--- config.mk ---
export PLATFORM = sky130hd
export DESIGN_NAME = core_interrupt_control_regs_flat
export DESIGN_NICKNAME = d
export VERILOG_FILES = /design/src/logic/irq_ctl_pkg.sv /design/src/logic/intr_link_if.sv /design/src/logic/pin_sync.sv /design/src/logic/core_interrupt_control_regs.sv /design/src/flat_wrapper.sv
export SDC_FILE = /design/constraint.sdc
export NUM_CORES = 1
export LEC_CHECK = 0
export BUFFER_PORTS_ARGS = -buffer_cell sky130_fd_sc_hd__buf_2
export CAP_MARGIN = 20
export CORE_ASPECT_RATIO = 1.1
export CORE_MARGIN = 8
export CORE_UTILIZATION = 45
export CTS_BUF_LIST = sky130_fd_sc_hd__clkbuf_8
export DETAILED_ROUTE_END_ITERATION = 8
export PLACE_DENSITY_LB_ADDON = 0.25
export SLEW_MARGIN = 15
export SYNTH_ARGS = -nofsm -noshare
export SYNTH_HDL_FRONTEND = slang
export SYNTH_HIERARCHICAL = 1
export SYNTH_SLANG_ARGS = --single-unit
--- constraint.sdc ---
create_clock -name ref_clk_i -period 1.36 [get_ports ref_clk_i]
set_clock_uncertainty 0.2 [all_clocks]
set_input_delay 0.136 -clock ref_clk_i [delete_from_list [all_inputs] [get_ports ref_clk_i]]
set_output_delay 0.136 -clock ref_clk_i [all_outputs]
set_load 0.01 [all_outputs]
--- src/logic/irq_ctl_pkg.sv ---
// Shared constants for the interrupt control register pair and its controller
package irq_ctl_pkg;

  // ----------------------------------------------------------------
  // First register: enables and flags
  // ----------------------------------------------------------------
  localparam int unsigned GLOBAL_HIGH_BIT = 7;
  localparam int unsigned PERIPH_LOW_BIT = 6;
  localparam int unsigned TIMER_EN_BIT = 5;
  localparam int unsigned EXT0_EN_BIT = 4;
  localparam int unsigned PORT_EN_BIT = 3;
  localparam int unsigned TIMER_FLAG_BIT = 2;
  localparam int unsigned EXT0_FLAG_BIT = 1;
  localparam int unsigned PORT_FLAG_BIT = 0;
  localparam logic [7:0] CTRL_RESET = 8'h00;

  // ----------------------------------------------------------------
  // Second register: pull-up, edge selects, priorities
  // ----------------------------------------------------------------
  localparam int unsigned PULLUP_BIT = 7;
  localparam int unsigned EDGE_PIN0_BIT = 6;
  localparam int unsigned TIMER_PRIO_BIT = 2;
  localparam int unsigned EXT3_PRIO_BIT = 1;
  localparam int unsigned PORT_PRIO_BIT = 0;
  localparam logic [7:0] EDGE_PRIO_RESET = 8'hFF;

  // ----------------------------------------------------------------
  // Vectors and link select codes
  // ----------------------------------------------------------------
  localparam logic [15:0] VEC_HIGH = 16'h0008;
  localparam logic [15:0] VEC_LOW = 16'h0018;
  localparam logic [15:0] VEC_NONE = 16'h0000;
  localparam logic [1:0] SEL_CTRL = 2'h0;
  localparam logic [1:0] SEL_EDGE = 2'h1;
  localparam logic [1:0] SEL_PORT = 2'h2;

  // ----------------------------------------------------------------
  // Controller register map (byte offsets) and fields
  // ----------------------------------------------------------------
  localparam logic [7:0] OFS_MODE = 8'h00;
  localparam logic [7:0] OFS_CTRL_WIN = 8'h04;
  localparam logic [7:0] OFS_EDGE_WIN = 8'h08;
  localparam logic [7:0] OFS_PORT_RD = 8'h0C;
  localparam logic [7:0] OFS_STATUS = 8'h10;
  localparam logic [7:0] OFS_MASK = 8'h14;
  localparam logic [7:0] OFS_VECTOR = 8'h18;
  localparam int unsigned STATUS_HIGH_BIT = 0;
  localparam int unsigned STATUS_LOW_BIT = 1;
  localparam logic [1:0] STATUS_RESET = 2'h0;
  localparam logic [1:0] MASK_RESET = 2'h0;
  localparam logic [1:0] HTRANS_NONSEQ = 2'h2;

  typedef enum logic [1:0] {
    ST_IDLE = 2'b00,
    ST_WRITE = 2'b01,
    ST_RD_REQ = 2'b10,
    ST_RD_WAIT = 2'b11
  } bus_state_e;

endpackage

--- src/logic/intr_link_if.sv ---
// Link between the interrupt register block and its controller
`timescale 1ns/1ns
`default_nettype none
interface intr_link_if;
  logic priority_mode_enable;
  logic [1:0] reg_sel;
  logic reg_wr;
  logic reg_rd;
  logic [7:0] reg_wdata;
  logic [7:0] reg_rdata;
  logic irq_high;
  logic irq_low;
  logic [15:0] irq_vector;

  modport device_mp (
    input priority_mode_enable, reg_sel, reg_wr, reg_rd, reg_wdata,
    output reg_rdata, irq_high, irq_low, irq_vector
  );
  modport host_mp (
    output priority_mode_enable, reg_sel, reg_wr, reg_rd, reg_wdata,
    input reg_rdata, irq_high, irq_low, irq_vector
  );
endinterface
`default_nettype wire

--- src/logic/pin_sync.sv ---
// Two-stage synchroniser for asynchronous pin inputs
`timescale 1ns/1ns
`default_nettype none
module pin_sync #(
  parameter int unsigned WIDTH = 8
) (
  input wire logic ref_clk_i,
  input wire logic reset_n_i,
  input wire logic [WIDTH-1:0] async_i,
  output logic [WIDTH-1:0] sync_o
);
  logic [WIDTH-1:0] meta_q;

  // First stage feeds only the second; nothing else may look at it
  always_ff @(posedge ref_clk_i or negedge reset_n_i) begin
    if (!reset_n_i) begin
      meta_q <= '0;
      sync_o <= '0;
    end else begin
      meta_q <= async_i;
      sync_o <= meta_q;
    end
  end
endmodule
`default_nettype wire

--- src/logic/core_interrupt_control_regs.sv ---
// Interrupt enable/flag and edge/priority registers with request logic
//
// The implementer's own choices: the register addresses and the AHB-Lite interface to the registers.
`timescale 1ns/1ns
`default_nettype none
module core_interrupt_control_regs (
  input wire logic ref_clk_i,
  input wire logic reset_n_i,
  intr_link_if.device_mp link,
  input wire logic timer_ovf_i,
  input wire logic [3:0] ext_pin_i,
  input wire logic [3:0] upper_port_pins_i,
  input wire logic periph_req_i,
  input wire logic periph_high_i,
  output logic [2:0] ext_edge_o,
  output logic port_pullup_disable_o
);

  // ----------------------------------------------------------------
  // Pin synchronisation
  // ----------------------------------------------------------------
  logic [7:0] pins_s;
  logic [3:0] ext_s;
  logic [3:0] port_s;
  logic [3:0] ext_prev_q;

  // Pins come from outside the clock domain
  pin_sync #(
    .WIDTH(8)
  ) u_pin_sync (
    .ref_clk_i(ref_clk_i),
    .reset_n_i(reset_n_i),
    .async_i({upper_port_pins_i, ext_pin_i}),
    .sync_o(pins_s)
  );

  assign ext_s = pins_s[3:0];
  assign port_s = pins_s[7:4];

  // ----------------------------------------------------------------
  // Register state
  // ----------------------------------------------------------------
  logic [4:0] enable_q;
  logic timer_flag_q;
  logic ext0_flag_q;
  logic port_flag_q;
  logic [7:0] edge_prio_q;
  logic [3:0] last_read_q;
  logic [7:0] rdata_q;
  logic irq_high_q;
  logic irq_low_q;
  logic [15:0] vector_q;

  logic wr_ctrl;
  logic wr_edge;
  logic rd_port;
  logic [3:0] rise_sel;
  logic [3:0] edge_hit;
  logic mismatch;

  // Host strobes decoded by select code
  assign wr_ctrl = link.reg_wr && (link.reg_sel == irq_ctl_pkg::SEL_CTRL);
  assign wr_edge = link.reg_wr && (link.reg_sel == irq_ctl_pkg::SEL_EDGE);
  assign rd_port = link.reg_rd && (link.reg_sel == irq_ctl_pkg::SEL_PORT);

  // ----------------------------------------------------------------
  // Edge detection
  // ----------------------------------------------------------------
  // Pin k's select sits at bit 6-k
  assign rise_sel = {edge_prio_q[irq_ctl_pkg::EDGE_PIN0_BIT-3],
                     edge_prio_q[irq_ctl_pkg::EDGE_PIN0_BIT-2],
                     edge_prio_q[irq_ctl_pkg::EDGE_PIN0_BIT-1],
                     edge_prio_q[irq_ctl_pkg::EDGE_PIN0_BIT]};

  // One-cycle hit per qualifying edge, compared against last sample
  assign edge_hit = (rise_sel & ext_s & ~ext_prev_q)
                  | (~rise_sel & ~ext_s & ext_prev_q);

  // Previous synchronised pin level
  always_ff @(posedge ref_clk_i or negedge reset_n_i) begin
    if (!reset_n_i) begin
      ext_prev_q <= 4'h0;
    end else begin
      ext_prev_q <= ext_s;
    end
  end

  // Pins one to three have their flags elsewhere; pass their edges on
  always_ff @(posedge ref_clk_i or negedge reset_n_i) begin
    if (!reset_n_i) begin
      ext_edge_o <= 3'h0;
    end else begin
      ext_edge_o <= edge_hit[3:1];
    end
  end

  // ----------------------------------------------------------------
  // First register: enables
  // ----------------------------------------------------------------
  always_ff @(posedge ref_clk_i or negedge reset_n_i) begin
    if (!reset_n_i) begin
      enable_q <= irq_ctl_pkg::CTRL_RESET[7:3];
    end else if (wr_ctrl) begin
      enable_q <= link.reg_wdata[7:3];
    end
  end

  // ----------------------------------------------------------------
  // First register: flags
  // ----------------------------------------------------------------
  // Events win over a same-cycle software clear; enables never gate setting
  always_ff @(posedge ref_clk_i or negedge reset_n_i) begin
    if (!reset_n_i) begin
      timer_flag_q <= irq_ctl_pkg::CTRL_RESET[irq_ctl_pkg::TIMER_FLAG_BIT];
    end else if (timer_ovf_i) begin
      timer_flag_q <= 1'b1;
    end else if (wr_ctrl) begin
      timer_flag_q <= link.reg_wdata[irq_ctl_pkg::TIMER_FLAG_BIT];
    end
  end

  always_ff @(posedge ref_clk_i or negedge reset_n_i) begin
    if (!reset_n_i) begin
      ext0_flag_q <= irq_ctl_pkg::CTRL_RESET[irq_ctl_pkg::EXT0_FLAG_BIT];
    end else if (edge_hit[0]) begin
      ext0_flag_q <= 1'b1;
    end else if (wr_ctrl) begin
      ext0_flag_q <= link.reg_wdata[irq_ctl_pkg::EXT0_FLAG_BIT];
    end
  end

  // Mismatch against the last read keeps forcing the flag
  assign mismatch = (port_s != last_read_q);

  // Bit 0 has no defined power-on value; zero is used here
  always_ff @(posedge ref_clk_i or negedge reset_n_i) begin
    if (!reset_n_i) begin
      port_flag_q <= irq_ctl_pkg::CTRL_RESET[irq_ctl_pkg::PORT_FLAG_BIT];
    end else if (mismatch) begin
      port_flag_q <= 1'b1;
    end else if (wr_ctrl) begin
      port_flag_q <= link.reg_wdata[irq_ctl_pkg::PORT_FLAG_BIT];
    end
  end

  // Reading the port snapshots pins and ends the mismatch
  always_ff @(posedge ref_clk_i or negedge reset_n_i) begin
    if (!reset_n_i) begin
      last_read_q <= 4'h0;
    end else if (rd_port) begin
      last_read_q <= port_s;
    end
  end

  // ----------------------------------------------------------------
  // Second register
  // ----------------------------------------------------------------
  always_ff @(posedge ref_clk_i or negedge reset_n_i) begin
    if (!reset_n_i) begin
      edge_prio_q <= irq_ctl_pkg::EDGE_PRIO_RESET;
    end else if (wr_edge) begin
      edge_prio_q <= link.reg_wdata;
    end
  end

  assign port_pullup_disable_o = edge_prio_q[irq_ctl_pkg::PULLUP_BIT];

  // ----------------------------------------------------------------
  // Read path
  // ----------------------------------------------------------------
  // Data appears the cycle after the read strobe
  always_ff @(posedge ref_clk_i or negedge reset_n_i) begin
    if (!reset_n_i) begin
      rdata_q <= 8'h00;
    end else if (link.reg_rd) begin
      case (link.reg_sel)
        irq_ctl_pkg::SEL_CTRL: begin
          rdata_q <= {enable_q, timer_flag_q, ext0_flag_q, port_flag_q};
        end
        irq_ctl_pkg::SEL_EDGE: begin
          rdata_q <= edge_prio_q;
        end
        irq_ctl_pkg::SEL_PORT: begin
          rdata_q <= {port_s, 4'h0};
        end
        default: begin
          rdata_q <= 8'h00;
        end
      endcase
    end
  end

  assign link.reg_rdata = rdata_q;

  // ----------------------------------------------------------------
  // Request evaluation
  // ----------------------------------------------------------------
  logic gie_high;
  logic peie_low;
  logic act_timer;
  logic act_ext0;
  logic act_port;
  logic hi_act;
  logic lo_act;
  logic req_high;
  logic req_low;

  assign gie_high = enable_q[irq_ctl_pkg::GLOBAL_HIGH_BIT-3];
  assign peie_low = enable_q[irq_ctl_pkg::PERIPH_LOW_BIT-3];
  assign act_timer = enable_q[irq_ctl_pkg::TIMER_EN_BIT-3] && timer_flag_q;
  assign act_ext0 = enable_q[irq_ctl_pkg::EXT0_EN_BIT-3] && ext0_flag_q;
  assign act_port = enable_q[irq_ctl_pkg::PORT_EN_BIT-3] && port_flag_q;

  // Pin zero has no priority bit and is always high
  assign hi_act = (act_timer && edge_prio_q[irq_ctl_pkg::TIMER_PRIO_BIT])
                || act_ext0
                || (act_port && edge_prio_q[irq_ctl_pkg::PORT_PRIO_BIT])
                || (periph_req_i && periph_high_i);
  assign lo_act = (act_timer && !edge_prio_q[irq_ctl_pkg::TIMER_PRIO_BIT])
                || (act_port && !edge_prio_q[irq_ctl_pkg::PORT_PRIO_BIT])
                || (periph_req_i && !periph_high_i);

  // Compatibility mode ignores priority bits and uses the high vector
  always_comb begin
    if (!link.priority_mode_enable) begin
      req_high = gie_high && (act_timer || act_ext0 || act_port
                 || (peie_low && periph_req_i));
      req_low = 1'b0;
    end else begin
      req_high = gie_high && hi_act;
      req_low = gie_high && peie_low && lo_act;
    end
  end

  // Registered toward the core; high priority wins the vector
  always_ff @(posedge ref_clk_i or negedge reset_n_i) begin
    if (!reset_n_i) begin
      irq_high_q <= 1'b0;
      irq_low_q <= 1'b0;
      vector_q <= irq_ctl_pkg::VEC_NONE;
    end else begin
      irq_high_q <= req_high;
      irq_low_q <= req_low;
      if (req_high) begin
        vector_q <= irq_ctl_pkg::VEC_HIGH;
      end else if (req_low) begin
        vector_q <= irq_ctl_pkg::VEC_LOW;
      end else begin
        vector_q <= irq_ctl_pkg::VEC_NONE;
      end
    end
  end

  assign link.irq_high = irq_high_q;
  assign link.irq_low = irq_low_q;
  assign link.irq_vector = vector_q;

endmodule
`default_nettype wire

--- src/flat_wrapper.sv ---
// flat-port wrapper written by rule: the top's interface ports become plain ports
module core_interrupt_control_regs_flat 
  (ref_clk_i, reset_n_i, timer_ovf_i, ext_pin_i, upper_port_pins_i, periph_req_i, periph_high_i, ext_edge_o, port_pullup_disable_o, link_priority_mode_enable, link_reg_sel, link_reg_wr, link_reg_rd, link_reg_wdata, link_reg_rdata, link_irq_high, link_irq_low, link_irq_vector);
  intr_link_if link_i ();
  input wire logic ref_clk_i;
  input wire logic reset_n_i;
  input wire logic timer_ovf_i;
  input wire logic [3:0] ext_pin_i;
  input wire logic [3:0] upper_port_pins_i;
  input wire logic periph_req_i;
  input wire logic periph_high_i;
  output logic [2:0] ext_edge_o;
  output logic port_pullup_disable_o;
  input wire logic [$bits(link_i.priority_mode_enable)-1:0] link_priority_mode_enable;
  input wire logic [$bits(link_i.reg_sel)-1:0] link_reg_sel;
  input wire logic [$bits(link_i.reg_wr)-1:0] link_reg_wr;
  input wire logic [$bits(link_i.reg_rd)-1:0] link_reg_rd;
  input wire logic [$bits(link_i.reg_wdata)-1:0] link_reg_wdata;
  output wire logic [$bits(link_i.reg_rdata)-1:0] link_reg_rdata;
  output wire logic [$bits(link_i.irq_high)-1:0] link_irq_high;
  output wire logic [$bits(link_i.irq_low)-1:0] link_irq_low;
  output wire logic [$bits(link_i.irq_vector)-1:0] link_irq_vector;
  assign link_i.priority_mode_enable = link_priority_mode_enable;
  assign link_i.reg_sel = link_reg_sel;
  assign link_i.reg_wr = link_reg_wr;
  assign link_i.reg_rd = link_reg_rd;
  assign link_i.reg_wdata = link_reg_wdata;
  assign link_reg_rdata = link_i.reg_rdata;
  assign link_irq_high = link_i.irq_high;
  assign link_irq_low = link_i.irq_low;
  assign link_irq_vector = link_i.irq_vector;
  core_interrupt_control_regs u_core (.ref_clk_i(ref_clk_i), .reset_n_i(reset_n_i), .link(link_i), .timer_ovf_i(timer_ovf_i), .ext_pin_i(ext_pin_i), .upper_port_pins_i(upper_port_pins_i), .periph_req_i(periph_req_i), .periph_high_i(periph_high_i), .ext_edge_o(ext_edge_o), .port_pullup_disable_o(port_pullup_disable_o));
endmodule
After elaboration in Yosys (flattened, before gate mapping)
Index checks and enable logic that the tools add are counted.
{"block": "word_totals", "reg_bits": 69, "input_bits": 26, "out_inout_bits": 30, "word_cells": 68}
{"block": "op_classes", "eq_ne": 3, "n_mux": 11, "bitwise_logic": 8, "reduce_logical": 32}
{"op": "$pmux W8 S3", "n": 1}
{"op": "$logic_and A1 B1 Y1", "n": 17}
{"op": "$and A4 B4 Y4", "n": 4}
{"op": "$not A4 Y4", "n": 3}
{"op": "$mux W5", "n": 2}
{"op": "$logic_or A1 B1 Y1", "n": 8}
{"op": "$mux W1", "n": 8}
{"op": "$reduce_bool A2 Y1", "n": 3}
{"op": "$ne A4 B4 Y1", "n": 1}
{"op": "$or A4 B4 Y4", "n": 1}
{"op": "$logic_not A1 Y1", "n": 3}
{"op": "$eq A2 B1 Y1 const B", "n": 1}
{"op": "$eq A2 B2 Y1 const B", "n": 1}
{"op": "$logic_not A2 Y1", "n": 1}

Logic depth before layout (Yosys ltp)
Gate-level depths: netlist (run 1).
{"block": "depth", "depth_word": 8, "ltp_mapped": 5, "depth_no_buf": 4}

Cells and area by module
Netlist (run 1), hierarchy kept.
{"module": "core_interrupt_control_regs", "n_inst": 1, "cells_each": 156, "area_each_um2": 1819.2, "seq_area_each_um2": 985.9}
{"module": "pin_sync", "n_inst": 1, "cells_each": 16, "area_each_um2": 400.4, "seq_area_each_um2": 400.4}

Worst setup path before layout (run 1)
No wires, ideal clock.
{"block": "synth_path", "path_kind": "register to register", "from": "register u_core.timer_flag_q", "to": "register u_core.vector_q[3] (netlist: u_core/link.irq_vector[3])", "setup_ns": 0.129, "arrival_ns": 0.952, "required_time_ns": 1.031, "path_slack_ns": 0.079, "stages_incl_launch_ff": 5, "n_path_buf": 0, "period_less_slack_ns": 1.281, "cell_sequence": "dfrtp_1 > a221oi_1 > a21oi_1 > nor3_2 > o21ai_0"}
{"block": "synth_via", "elab_chain_len": 8, "word_cells_on_any_way": 18, "cone_classes": "4 x mux; 14 x reduce/logical"}
{"element": "start, declared", "line_no": "core_interrupt_control_regs.sv:44", "text": "logic timer_flag_q;"}
{"element": "start signal, assigned", "line_no": "core_interrupt_control_regs.sv:114", "text": "timer_flag_q <= irq_ctl_pkg::CTRL_RESET[irq_ctl_pkg::TIMER_FLAG_BIT];"}
{"element": "start signal, assigned", "line_no": "core_interrupt_control_regs.sv:118", "text": "timer_flag_q <= link.reg_wdata[irq_ctl_pkg::TIMER_FLAG_BIT];"}
{"element": "$logic_and A1 B1 Y1 *", "line_no": "core_interrupt_control_regs.sv:210", "text": "assign act_timer = enable_q[irq_ctl_pkg::TIMER_EN_BIT-3] && timer_flag_q;"}
{"element": "$logic_and A1 B1 Y1 (on tied branches)", "line_no": "core_interrupt_control_regs.sv:219, core_interrupt_control_regs.sv:215"}
{"element": "$logic_or A1 B1 Y1 (on tied branches)", "line_no": "core_interrupt_control_regs.sv:220, core_interrupt_control_regs.sv:216"}
{"element": "$logic_or A1 B1 Y1 (on tied branches)", "line_no": "core_interrupt_control_regs.sv:221, core_interrupt_control_regs.sv:217"}
{"element": "$logic_and A1 B1 Y1 / $logic_or A1 B1 Y1 (equally long branches)", "line_no": "core_interrupt_control_regs.sv:231, core_interrupt_control_regs.sv:218"}
{"element": "$mux W1 / $logic_and A1 B1 Y1 (equally long branches)", "line_no": "core_interrupt_control_regs.sv:225, core_interrupt_control_regs.sv:230"}
{"element": "$mux W5 / $mux W1 (equally long branches)", "line_no": "core_interrupt_control_regs.sv:246, core_interrupt_control_regs.sv:225"}
{"element": "$mux W5 *", "line_no": "core_interrupt_control_regs.sv:244", "text": "if (req_high) begin"}
{"element": "end signal, assigned", "line_no": "core_interrupt_control_regs.sv:245", "text": "vector_q <= irq_ctl_pkg::VEC_HIGH;"}
{"element": "end signal, assigned", "line_no": "core_interrupt_control_regs.sv:247", "text": "vector_q <= irq_ctl_pkg::VEC_LOW;"}
{"element": "end signal, assigned", "line_no": "core_interrupt_control_regs.sv:249", "text": "vector_q <= irq_ctl_pkg::VEC_NONE;"}
{"element": "end, declared", "line_no": "core_interrupt_control_regs.sv:52", "text": "logic [15:0] vector_q;"}
Every way passes the cells marked *; elsewhere a longest branch is shown, timed or not.
A chain may end at the register's enable or synchronous reset.

Worst setup path in the final report (run 1)
{"block": "layout_path", "from": "register u_core.enable_q[2]", "to": "register u_core.vector_q[4] (netlist: u_core/link.irq_vector[4])"}
{"block": "layout_via", "elab_chain_len": 8, "word_cells_on_any_way": 18, "cone_classes": "4 x mux; 14 x reduce/logical"}
{"element": "start, declared", "line_no": "core_interrupt_control_regs.sv:43", "text": "logic [4:0] enable_q;"}
{"element": "start signal, assigned", "line_no": "core_interrupt_control_regs.sv:102", "text": "enable_q <= irq_ctl_pkg::CTRL_RESET[7:3];"}
{"element": "start signal, assigned", "line_no": "core_interrupt_control_regs.sv:104", "text": "enable_q <= link.reg_wdata[7:3];"}
{"element": "$logic_and A1 B1 Y1 *", "line_no": "core_interrupt_control_regs.sv:210"}
{"element": "$logic_and A1 B1 Y1 (on tied branches)", "line_no": "core_interrupt_control_regs.sv:219, core_interrupt_control_regs.sv:215"}
{"element": "$logic_or A1 B1 Y1 (on tied branches)", "line_no": "core_interrupt_control_regs.sv:220, core_interrupt_control_regs.sv:216"}
{"element": "$logic_or A1 B1 Y1 (on tied branches)", "line_no": "core_interrupt_control_regs.sv:221, core_interrupt_control_regs.sv:217"}
{"element": "$logic_and A1 B1 Y1 / $logic_or A1 B1 Y1 (equally long branches)", "line_no": "core_interrupt_control_regs.sv:231, core_interrupt_control_regs.sv:218"}
{"element": "$mux W1 / $logic_and A1 B1 Y1 (equally long branches)", "line_no": "core_interrupt_control_regs.sv:225, core_interrupt_control_regs.sv:230"}
{"element": "$mux W5 / $mux W1 (equally long branches)", "line_no": "core_interrupt_control_regs.sv:246, core_interrupt_control_regs.sv:225"}
{"element": "$mux W5 *", "line_no": "core_interrupt_control_regs.sv:244"}
Marked as above.

==> results.md, run 1 <==
* Setup repair after global routing missed its margin: true
* Root buffer cell: clkbuf_8
* Minimum clock period after layout at 1.393 ns
* Routed length per placed instance at 14.08 µm
* Critical path launch point type: flop
* CORE AREA at approximately 5000 µm²
* Gpl congestion at 0.7970
* Biggest fanout along the worst timing path at 3
* Cell area after placement at 2504 µm²
* Overall via count from detail_route at between 1,000 and 1,500
* Antenna diode instance count at 0
* Minimum setup slack after placement at -0.01593 ns
* Number of cells on the worst reg-to-reg path at 4
* Synthesized area divided by synthesized cell count at roughly 13 µm²
* TritonRoute pass-1 iters at 4
* Clock tree from TritonCTS: done
* Predominant post-synthesis flop cell: dfrtp_1
* Maximum number of pins on one net before global-route repair at 56
* Final routed DRC violation total at 0
* Global route overflow at 0
* Nature of the critical path endpoint: flop
* IR Drop Worst-Case VDD at about 630 µV
* Count of placed standard cells including taps at 276
* TritonCTS buffer count at 5
* Yosys cell types at 30
* Die X at slightly above 80 µm
* Worst setup startpoint: u_core/enable_q[2]
* Number of placed I/O pins at 56
* Count of endpoints failing hold in the final timing report at 0
* Power per unit of standard cell area at around 1200 nW/µm²
* Wire length of the first global-routing pass at 7003 µm
* Initial core utilization at between 40% and 50%
* Share of synthesized flip-flops with an asynchronous set or reset at 100.0%
* Crit path depth at 4
* Post-synth EDFFs at 0
* Post-Syn Instances at 172
* Buffer and inverter count on the worst path at 0
* Number of DRC markers after the initial detailed-route iteration at 50
* Area of all placed cells without fillers at 2831 µm²
* Final number of setup-violating endpoints at 2
* Nets at 273
* Minimum setup slack among reg-to-reg paths at -0.03 ns
* H-Tree Level Count at 2
* Post-route setup TNS at -0.05892 ns
* Final antenna-violating net count at 0
* Endpoint of the worst register-to-register path: u_core/link.irq_vector[4]
* Final Max Tran Viols at 0
* Vias per cell at 4.686
* Mapped cell area at 2220 µm²
* Setup WS post-layout at -0.03280 ns
* Final Instance Count excl. Fillers at 306
* Outcome: complete, but fails checks
* Cell with the largest stage delay on the worst path: dfrtp_1
* Number of antenna violations at the first check in global routing at 0
* Number of max-capacitance violations reported at 0
* RR Startpoint: u_core/enable_q[2]
* Share of synthesized area occupied by flip-flops and latches at 62.46%
* Ratio of cells with drive above 1 in the final layout at 37.10%
* Number of sinks driven by the clock tree at 55
* Critical setup path kind: reg -> reg
* Die Footprint at 7439 µm²
* Type of the tightest min-delay check: in -> reg
* Arrival time of data at the critical path endpoint at 1.43 ns
* Final wirelength at 4308 µm
* Required arrival time at the worst endpoint at 1.40 ns
* Leakage power total at about 0.0014 µW
* Register bit total from synthesis at 55
* Failing checks: negative setup slack
* Final clock period utilization by the worst path at 102.4%
* End point of the critical path: u_core/link.irq_vector[4]
* Number of placement rows at 27
* Clock latency on the worst-skew pair at 0.31 ns
* Maximum frequency from static timing analysis at roughly 0.72 GHz
* Share of the core filled with cells in the final layout at between 50% and 60%
* Register clock-pin slew on the reported worst setup and hold paths at 0.09 ns
* Global-route usage over all layers at a little under an eighth
* Area added between synthesis and finish at 27.57%
* Number of warnings reported in the yosys synthesis log at 6
* Slowest Stage Delay on Critical Path at 0.42 ns
* Cell-by-cell listing of the critical path: a221oi_2, a21oi_2, nor3_4, nor2b_1
* Hpwl dp at 3136 µm
* Port Buffers at 41
* Clock buffer depth at 2
* Height of the die at 89.66 µm
* Largest delay share family, worst path: flip-flops
* Vias in the first global route at about 1,500
## flip-flops by register name, summed over array words and instances (netlist names)
register	cells
u_core/timer_flag_q	1
u_core/u_pin_sync/sync_o	8
u_core/ext0_flag_q	1
u_core/enable_q	5
u_core/link.irq_low	1
u_core/link.irq_high	1
u_core/u_pin_sync/meta_q	8
u_core/port_flag_q	1
u_core/ext_prev_q	4
u_core/ext_edge_o	3
u_core/last_read_q	4
u_core/link.irq_vector	2
u_core/link.reg_rdata	8
u_core/edge_prio_q	8
## synth_stat cells, types with 4 or more instances
library cell	count	area, µm²
xor2_1	4	35.03
buf_4	14	105.1
o22ai_1	4	25.02
o21ai_0	5	25.02
dfrtp_1	47	1176
mux2_2	16	180.2
dfstp_2	8	210.2
a21oi_1	10	50.05
inv_1	7	26.28
mux2i_1	10	100.1
nand2_1	13	48.80
nor2_1	13	48.80
## kinds of logic after synthesis
logic type             synth area share, %
other                               0.1689
AND/OR/NAND/NOR                      9.077
XOR/XNOR                             1.578
multiplexers                         12.63
buffers and inverters                7.610
AO/OA/AOI/OAI                        6.483
flip-flops                           62.46
## report_power, final
part	total (µW)	internal [µW]	switching (µW)
Combinational	643	335	308
Clock	857	353	504
Sequential	1980	1860	124
## cell usage in the layout, fill, tap and decap left out, types with 2 or more instances in the layout
cell / count
clkbuf_8: 5
dlygate4sd3_1: 20
nand2_1: 13
a21oi_1: 9
conb_1: 14
dfstp_2: 8
mux2_2: 16
nand2b_1: 2
o22ai_1: 4
mux2i_1: 10
buf_12: 2
inv_1: 8
nor2_1: 13
xor2_1: 4
o21ai_0: 4
buf_4: 9
dfrtp_1: 47
buf_2: 41
## worst reg2reg max path, delay by kind of cell (launching register included)
family             cells  cell delay, ns
and+or+nand+nor        2            0.34
AOI/OAI and AO/OA      2            0.37
DFF                    1            0.42
## how the worst min path moves through the flow
stage | cells after the start | startpoint | endpoint | slack, ns
floorplan | 0 | reset_n_i | u_core/enable_q[0] | -0.36
finish | 5 | link_reg_sel[0] | u_core/enable_q[4] | 0.1
global placement | 2 | reset_n_i | u_core/u_pin_sync/meta_q[2] | -0.05
CTS | 3 | link_priority_mode_enable | u_core/link.irq_low | 0.0006
global route | 3 | link_reg_wr | u_core/edge_prio_q[2] | 0.11
detailed placement | 2 | reset_n_i | u_core/u_pin_sync/meta_q[2] | -0.04
## routing by layer
layer  GRT usage [%]  share of wire [%]  vias up  wire length [µm]
met5               0                  0        -                 0
met4           6.070                1.7        0                74
met3           4.422                5.7        7               245
met2           19.80                 50       41              2133
met1           13.16                 43      680              1855
li1                -                  -      706                 -
## final cells by class
cell class | instances | area (µm²)
Clock buffer | 5 | 68.82
Clock inverter | 3 | 16.27
Timing Repair Buffer | 73 | 524.3
Fill cell | 434 | 2033
Inverter | 7 | 26.28
Tap cell | 58 | 72.57
Sequential cell | 55 | 1386
Multi-Input combinational cell | 105 | 737.0
## repair_timing
item | 4_1_cts | 5_1_grt
pin swaps | 2 | 6
resized for setup | 6 | 1
endpoints found under the setup margin | 2 | 5
buffers inserted | 2 | 0
hold buffers | 19 | 1
endpoints found under the hold margin | 83 | 1
## stage by stage
| stage | hold WS, ns | power [µW] |
|---|---|---|
| floorplan | -0.3596 | 2348 |
| global placement | -0.04977 | 2561 |
| detailed placement | -0.03747 | 2577 |
| CTS | 0.0006382 | 3506 |
| global route | 0.1090 | 3656 |
| finish | 0.09957 | 3480 |
Power figures use the tool's default switching activity.
==> run 2: changes to the inputs <==
CORE_UTILIZATION = 49   (was 45)
CTS_BUF_LIST = sky130_fd_sc_hd__clkbuf_2   (was sky130_fd_sc_hd__clkbuf_8)
==> results.md, run 2 (synthesis results as in run 1) <==
* Number of placed I/O pins at 56 (unchanged)
* TritonRoute pass-1 iters at 4 (unchanged)
* Arrival time of data at the critical path endpoint at 1.12 ns (-0.31 ns)
* Net Sw Power at 907.2 µW (-3.1%)
* Cell area after placement at 2469 µm² (-1.4%)
* Crit path depth at 1 (-3)
* Hold Slack at 0.02690 ns (-0.07267 ns)
* Portion of total power attributed to the clock network at 18.4% (-6.2 points)
* Global Route met2 Usage at 22.59% (+2.8 points)
* Overall via count from detail_route at 1,512 (+5.4%)
* Routed length per placed instance at 14.08 µm (about the same)
* Critical setup path kind: reg -> out
* IR Drop Worst-Case VDD at 728.5 µV (+15%)
* Vias in the first global route at 1,608 (+5.7%)
* Global route overflow at 0 (unchanged)
* Met1 routing resource usage after global routing at 15.46% (+2.3 points)
* Final Max Tran Viols at 0 (unchanged)
* Highest-count cells in the layout ignoring fill and taps: dfrtp_1 (47), buf_2 (38), dlygate4sd3_1 (27), buf_4 (18), mux2_2 (16)
* Register clock-pin slew on the reported worst setup and hold paths at 0.23 ns (+0.14 ns)
* Hpwl dp at 3089 µm (-1.5%)
* Gpl congestion at 0.8816 (+11%)
* Minimum clock period after layout at 1.458 ns (+0.06569 ns)
* Setup WS post-layout at -0.09849 ns (-0.06569 ns)
* Nets at 288 (+5.5%)
* Hold-critical path depth at 5 (unchanged)
* H-Tree Level Count at 2 (unchanged)
* Commonest non-fill, non-tap cell in the layout: dfrtp_1
* Minimum setup slack among reg-to-reg paths at -0.03 ns (about the same)
* Global-route usage over all layers at 13.73% (+1.9 points)
* Multi-input combinational cell area at 728.2 µm² (-1.2%)
* Final antenna-violating net count at 0 (unchanged)
* Count of endpoints failing hold in the final timing report at 0 (unchanged)
* Largest delay share family, worst path: flip-flops
* Maximum number of pins on one net before global-route repair at 56 (unchanged)
* Share of power burned in registers at 60.2% (+3.3 points)
* Wire length of the first global-routing pass at 7327 µm (+4.6%)
* Clock latency on the worst-skew pair at 0.43 ns (+0.12 ns)
* Clock tree from TritonCTS: done
* Fill cells at 338 (-22%)
* CORE AREA at 4317 µm² (-11%)
* Clock buffer depth at 2 (unchanged)
* Power per unit of standard cell area at 1132 nW/µm² (-7.9%)
* Met3 global-route usage at 4.658% (+0.24 points)
* Area added between synthesis and finish at 31.45%
* Port Buffers at 41 (unchanged)
* Critical path launch point type: flop
* Setup repair after global routing missed its margin: true
* Switching power share of the total at 27.48% (+0.58 points)
* Cell-by-cell listing of the critical path: buf_6
* Buffer and inverter count on the worst path at 1 (+1)
* Outcome: complete, but fails checks
* Part of the power in combinational logic at 21.3% (+2.8 points)
* Die Footprint at 6942 µm² (-6.7%)
* Slowest Stage Delay on Critical Path at 0.60 ns (+0.18 ns)
* Final clock period utilization by the worst path at 107.2% (+4.8 points)
* Root buffer cell: clkbuf_2
* Number of DRC markers after the initial detailed-route iteration at 63 (+26%)
* Maximum frequency from static timing analysis at 0.6856 GHz (-4.5%)
* Initial core utilization at 51.42% (+5.8 points)
* Area of all placed cells without fillers at 2918 µm² (+3.0%)
* Failing checks: negative setup slack
* Leakage power total at 0.001413 µW (+4.1%)
* TritonCTS buffer count at 5 (unchanged)
* Area of all sequential standard cells at 1386 µm² (unchanged)
* Type of the tightest min-delay check: in -> reg
* Die X at 80.17 µm (-3.4%)
* Internal Power at 2395 µW (-5.9%)
* Number of cells on the worst reg-to-reg path at 4 (unchanged)
* Vias per cell at 4.770 (+1.8%)
* Number of max-capacitance violations reported at 0 (unchanged)
* Number of sinks driven by the clock tree at 55 (unchanged)
* Cell with the largest stage delay on the worst path: dfstp_2
* Number of antenna violations at the first check in global routing at 0 (unchanged)
* Layer with the highest usage after global routing: met2
* Height of the die at 86.59 µm (-3.4%)
* Number of placement rows at 25 (-7.4%)
* Antenna diode instance count at 0 (unchanged)
* Nature of the critical path endpoint: output pin
* Final routed DRC violation total at 0 (unchanged)
* Final wirelength at 4462 µm (+3.6%)
* Biggest fanout along the worst timing path at 2 (-1)
* Required arrival time at the worst endpoint at 1.02 ns (-0.38 ns)
* Ratio of cells with drive above 1 in the final layout at 38.02% (+0.93 points)
* Final number of setup-violating endpoints at 2 (unchanged)
-- run 2: cell types whose count changed in the layout (fill, tap and decap cells not counted), moves of 2 or more --
cell           change
buf_2              -3
buf_4              +9
buf_6              +2
clkbuf_2           +7
clkbuf_8           -5
dlygate4sd3_1      +7
-- run 2: power by group through the flow --
| stage | Combinational [µW] | Sequential (µW) | Clock [µW] |
|---|---|---|---|
| finish | 704 | 1990 | 609 |
| detailed placement | 548 | 2020 | 0 |
| floorplan | 331 | 2020 | 0 |
| CTS | 655 | 1980 | 638 |
| global placement | 536 | 2010 | 0 |
| global route | 780 | 2010 | 694 |
-- run 2: layer usage --
layer  vias to the layer above  routed length, µm
li1                        740                  -
met1                       713               1849
met2                        47               2219
met3                        12                275
met4                         0                117
met5                         -                  0
-- run 2: worst paths after layout --
check	from	end
hold / removal	link_reg_sel[1]	u_core/link.reg_rdata[7]
setup reg to reg	u_core/timer_flag_q	u_core/link.irq_vector[4]
hold reg to reg	u_core/u_pin_sync/meta_q[6]	u_core/u_pin_sync/sync_o[6]
max in group asynchronous	reset_n_i	u_core/edge_prio_q[7]
min in group asynchronous	reset_n_i	u_core/link.reg_rdata[4]
setup / recovery	u_core/edge_prio_q[7]	port_pullup_disable_o
-- run 2: metrics by stage --
step	instances	setup slack (ns)	setup TNS [ns]	power (µW)	utilization (%)
floorplan	185	0.07887	0	2348	-
global placement	268	0.005239	0	2545	57.19
detailed placement	268	-0.01800	-0.02411	2565	57.19
CTS	309	-0.1330	-0.2634	3277	65.71
global route	317	-0.1638	-1.243	3487	67.59
finish	317	-0.09849	-0.1279	3302	67.59
-- run 2: final cells by class --
class	instances	share of cell area, %
inverter	7	0.9005
clock buffer	7	1.201
timing repair buffer	88	22.94
sequential	55	47.51
clock inverter	1	0.1715
multi-input combinational	105	24.96
tap	54	2.316
-- run 2: timing repair --
item | 4_1_cts | 5_1_grt
hold endpoints to repair | 91 | 0
endpoints found under the setup margin | 10 | 21
hold buffers | 27 | 0
resized for setup | 2 | 4
pin swaps | 0 | 5
setup buffers | 6 | 8
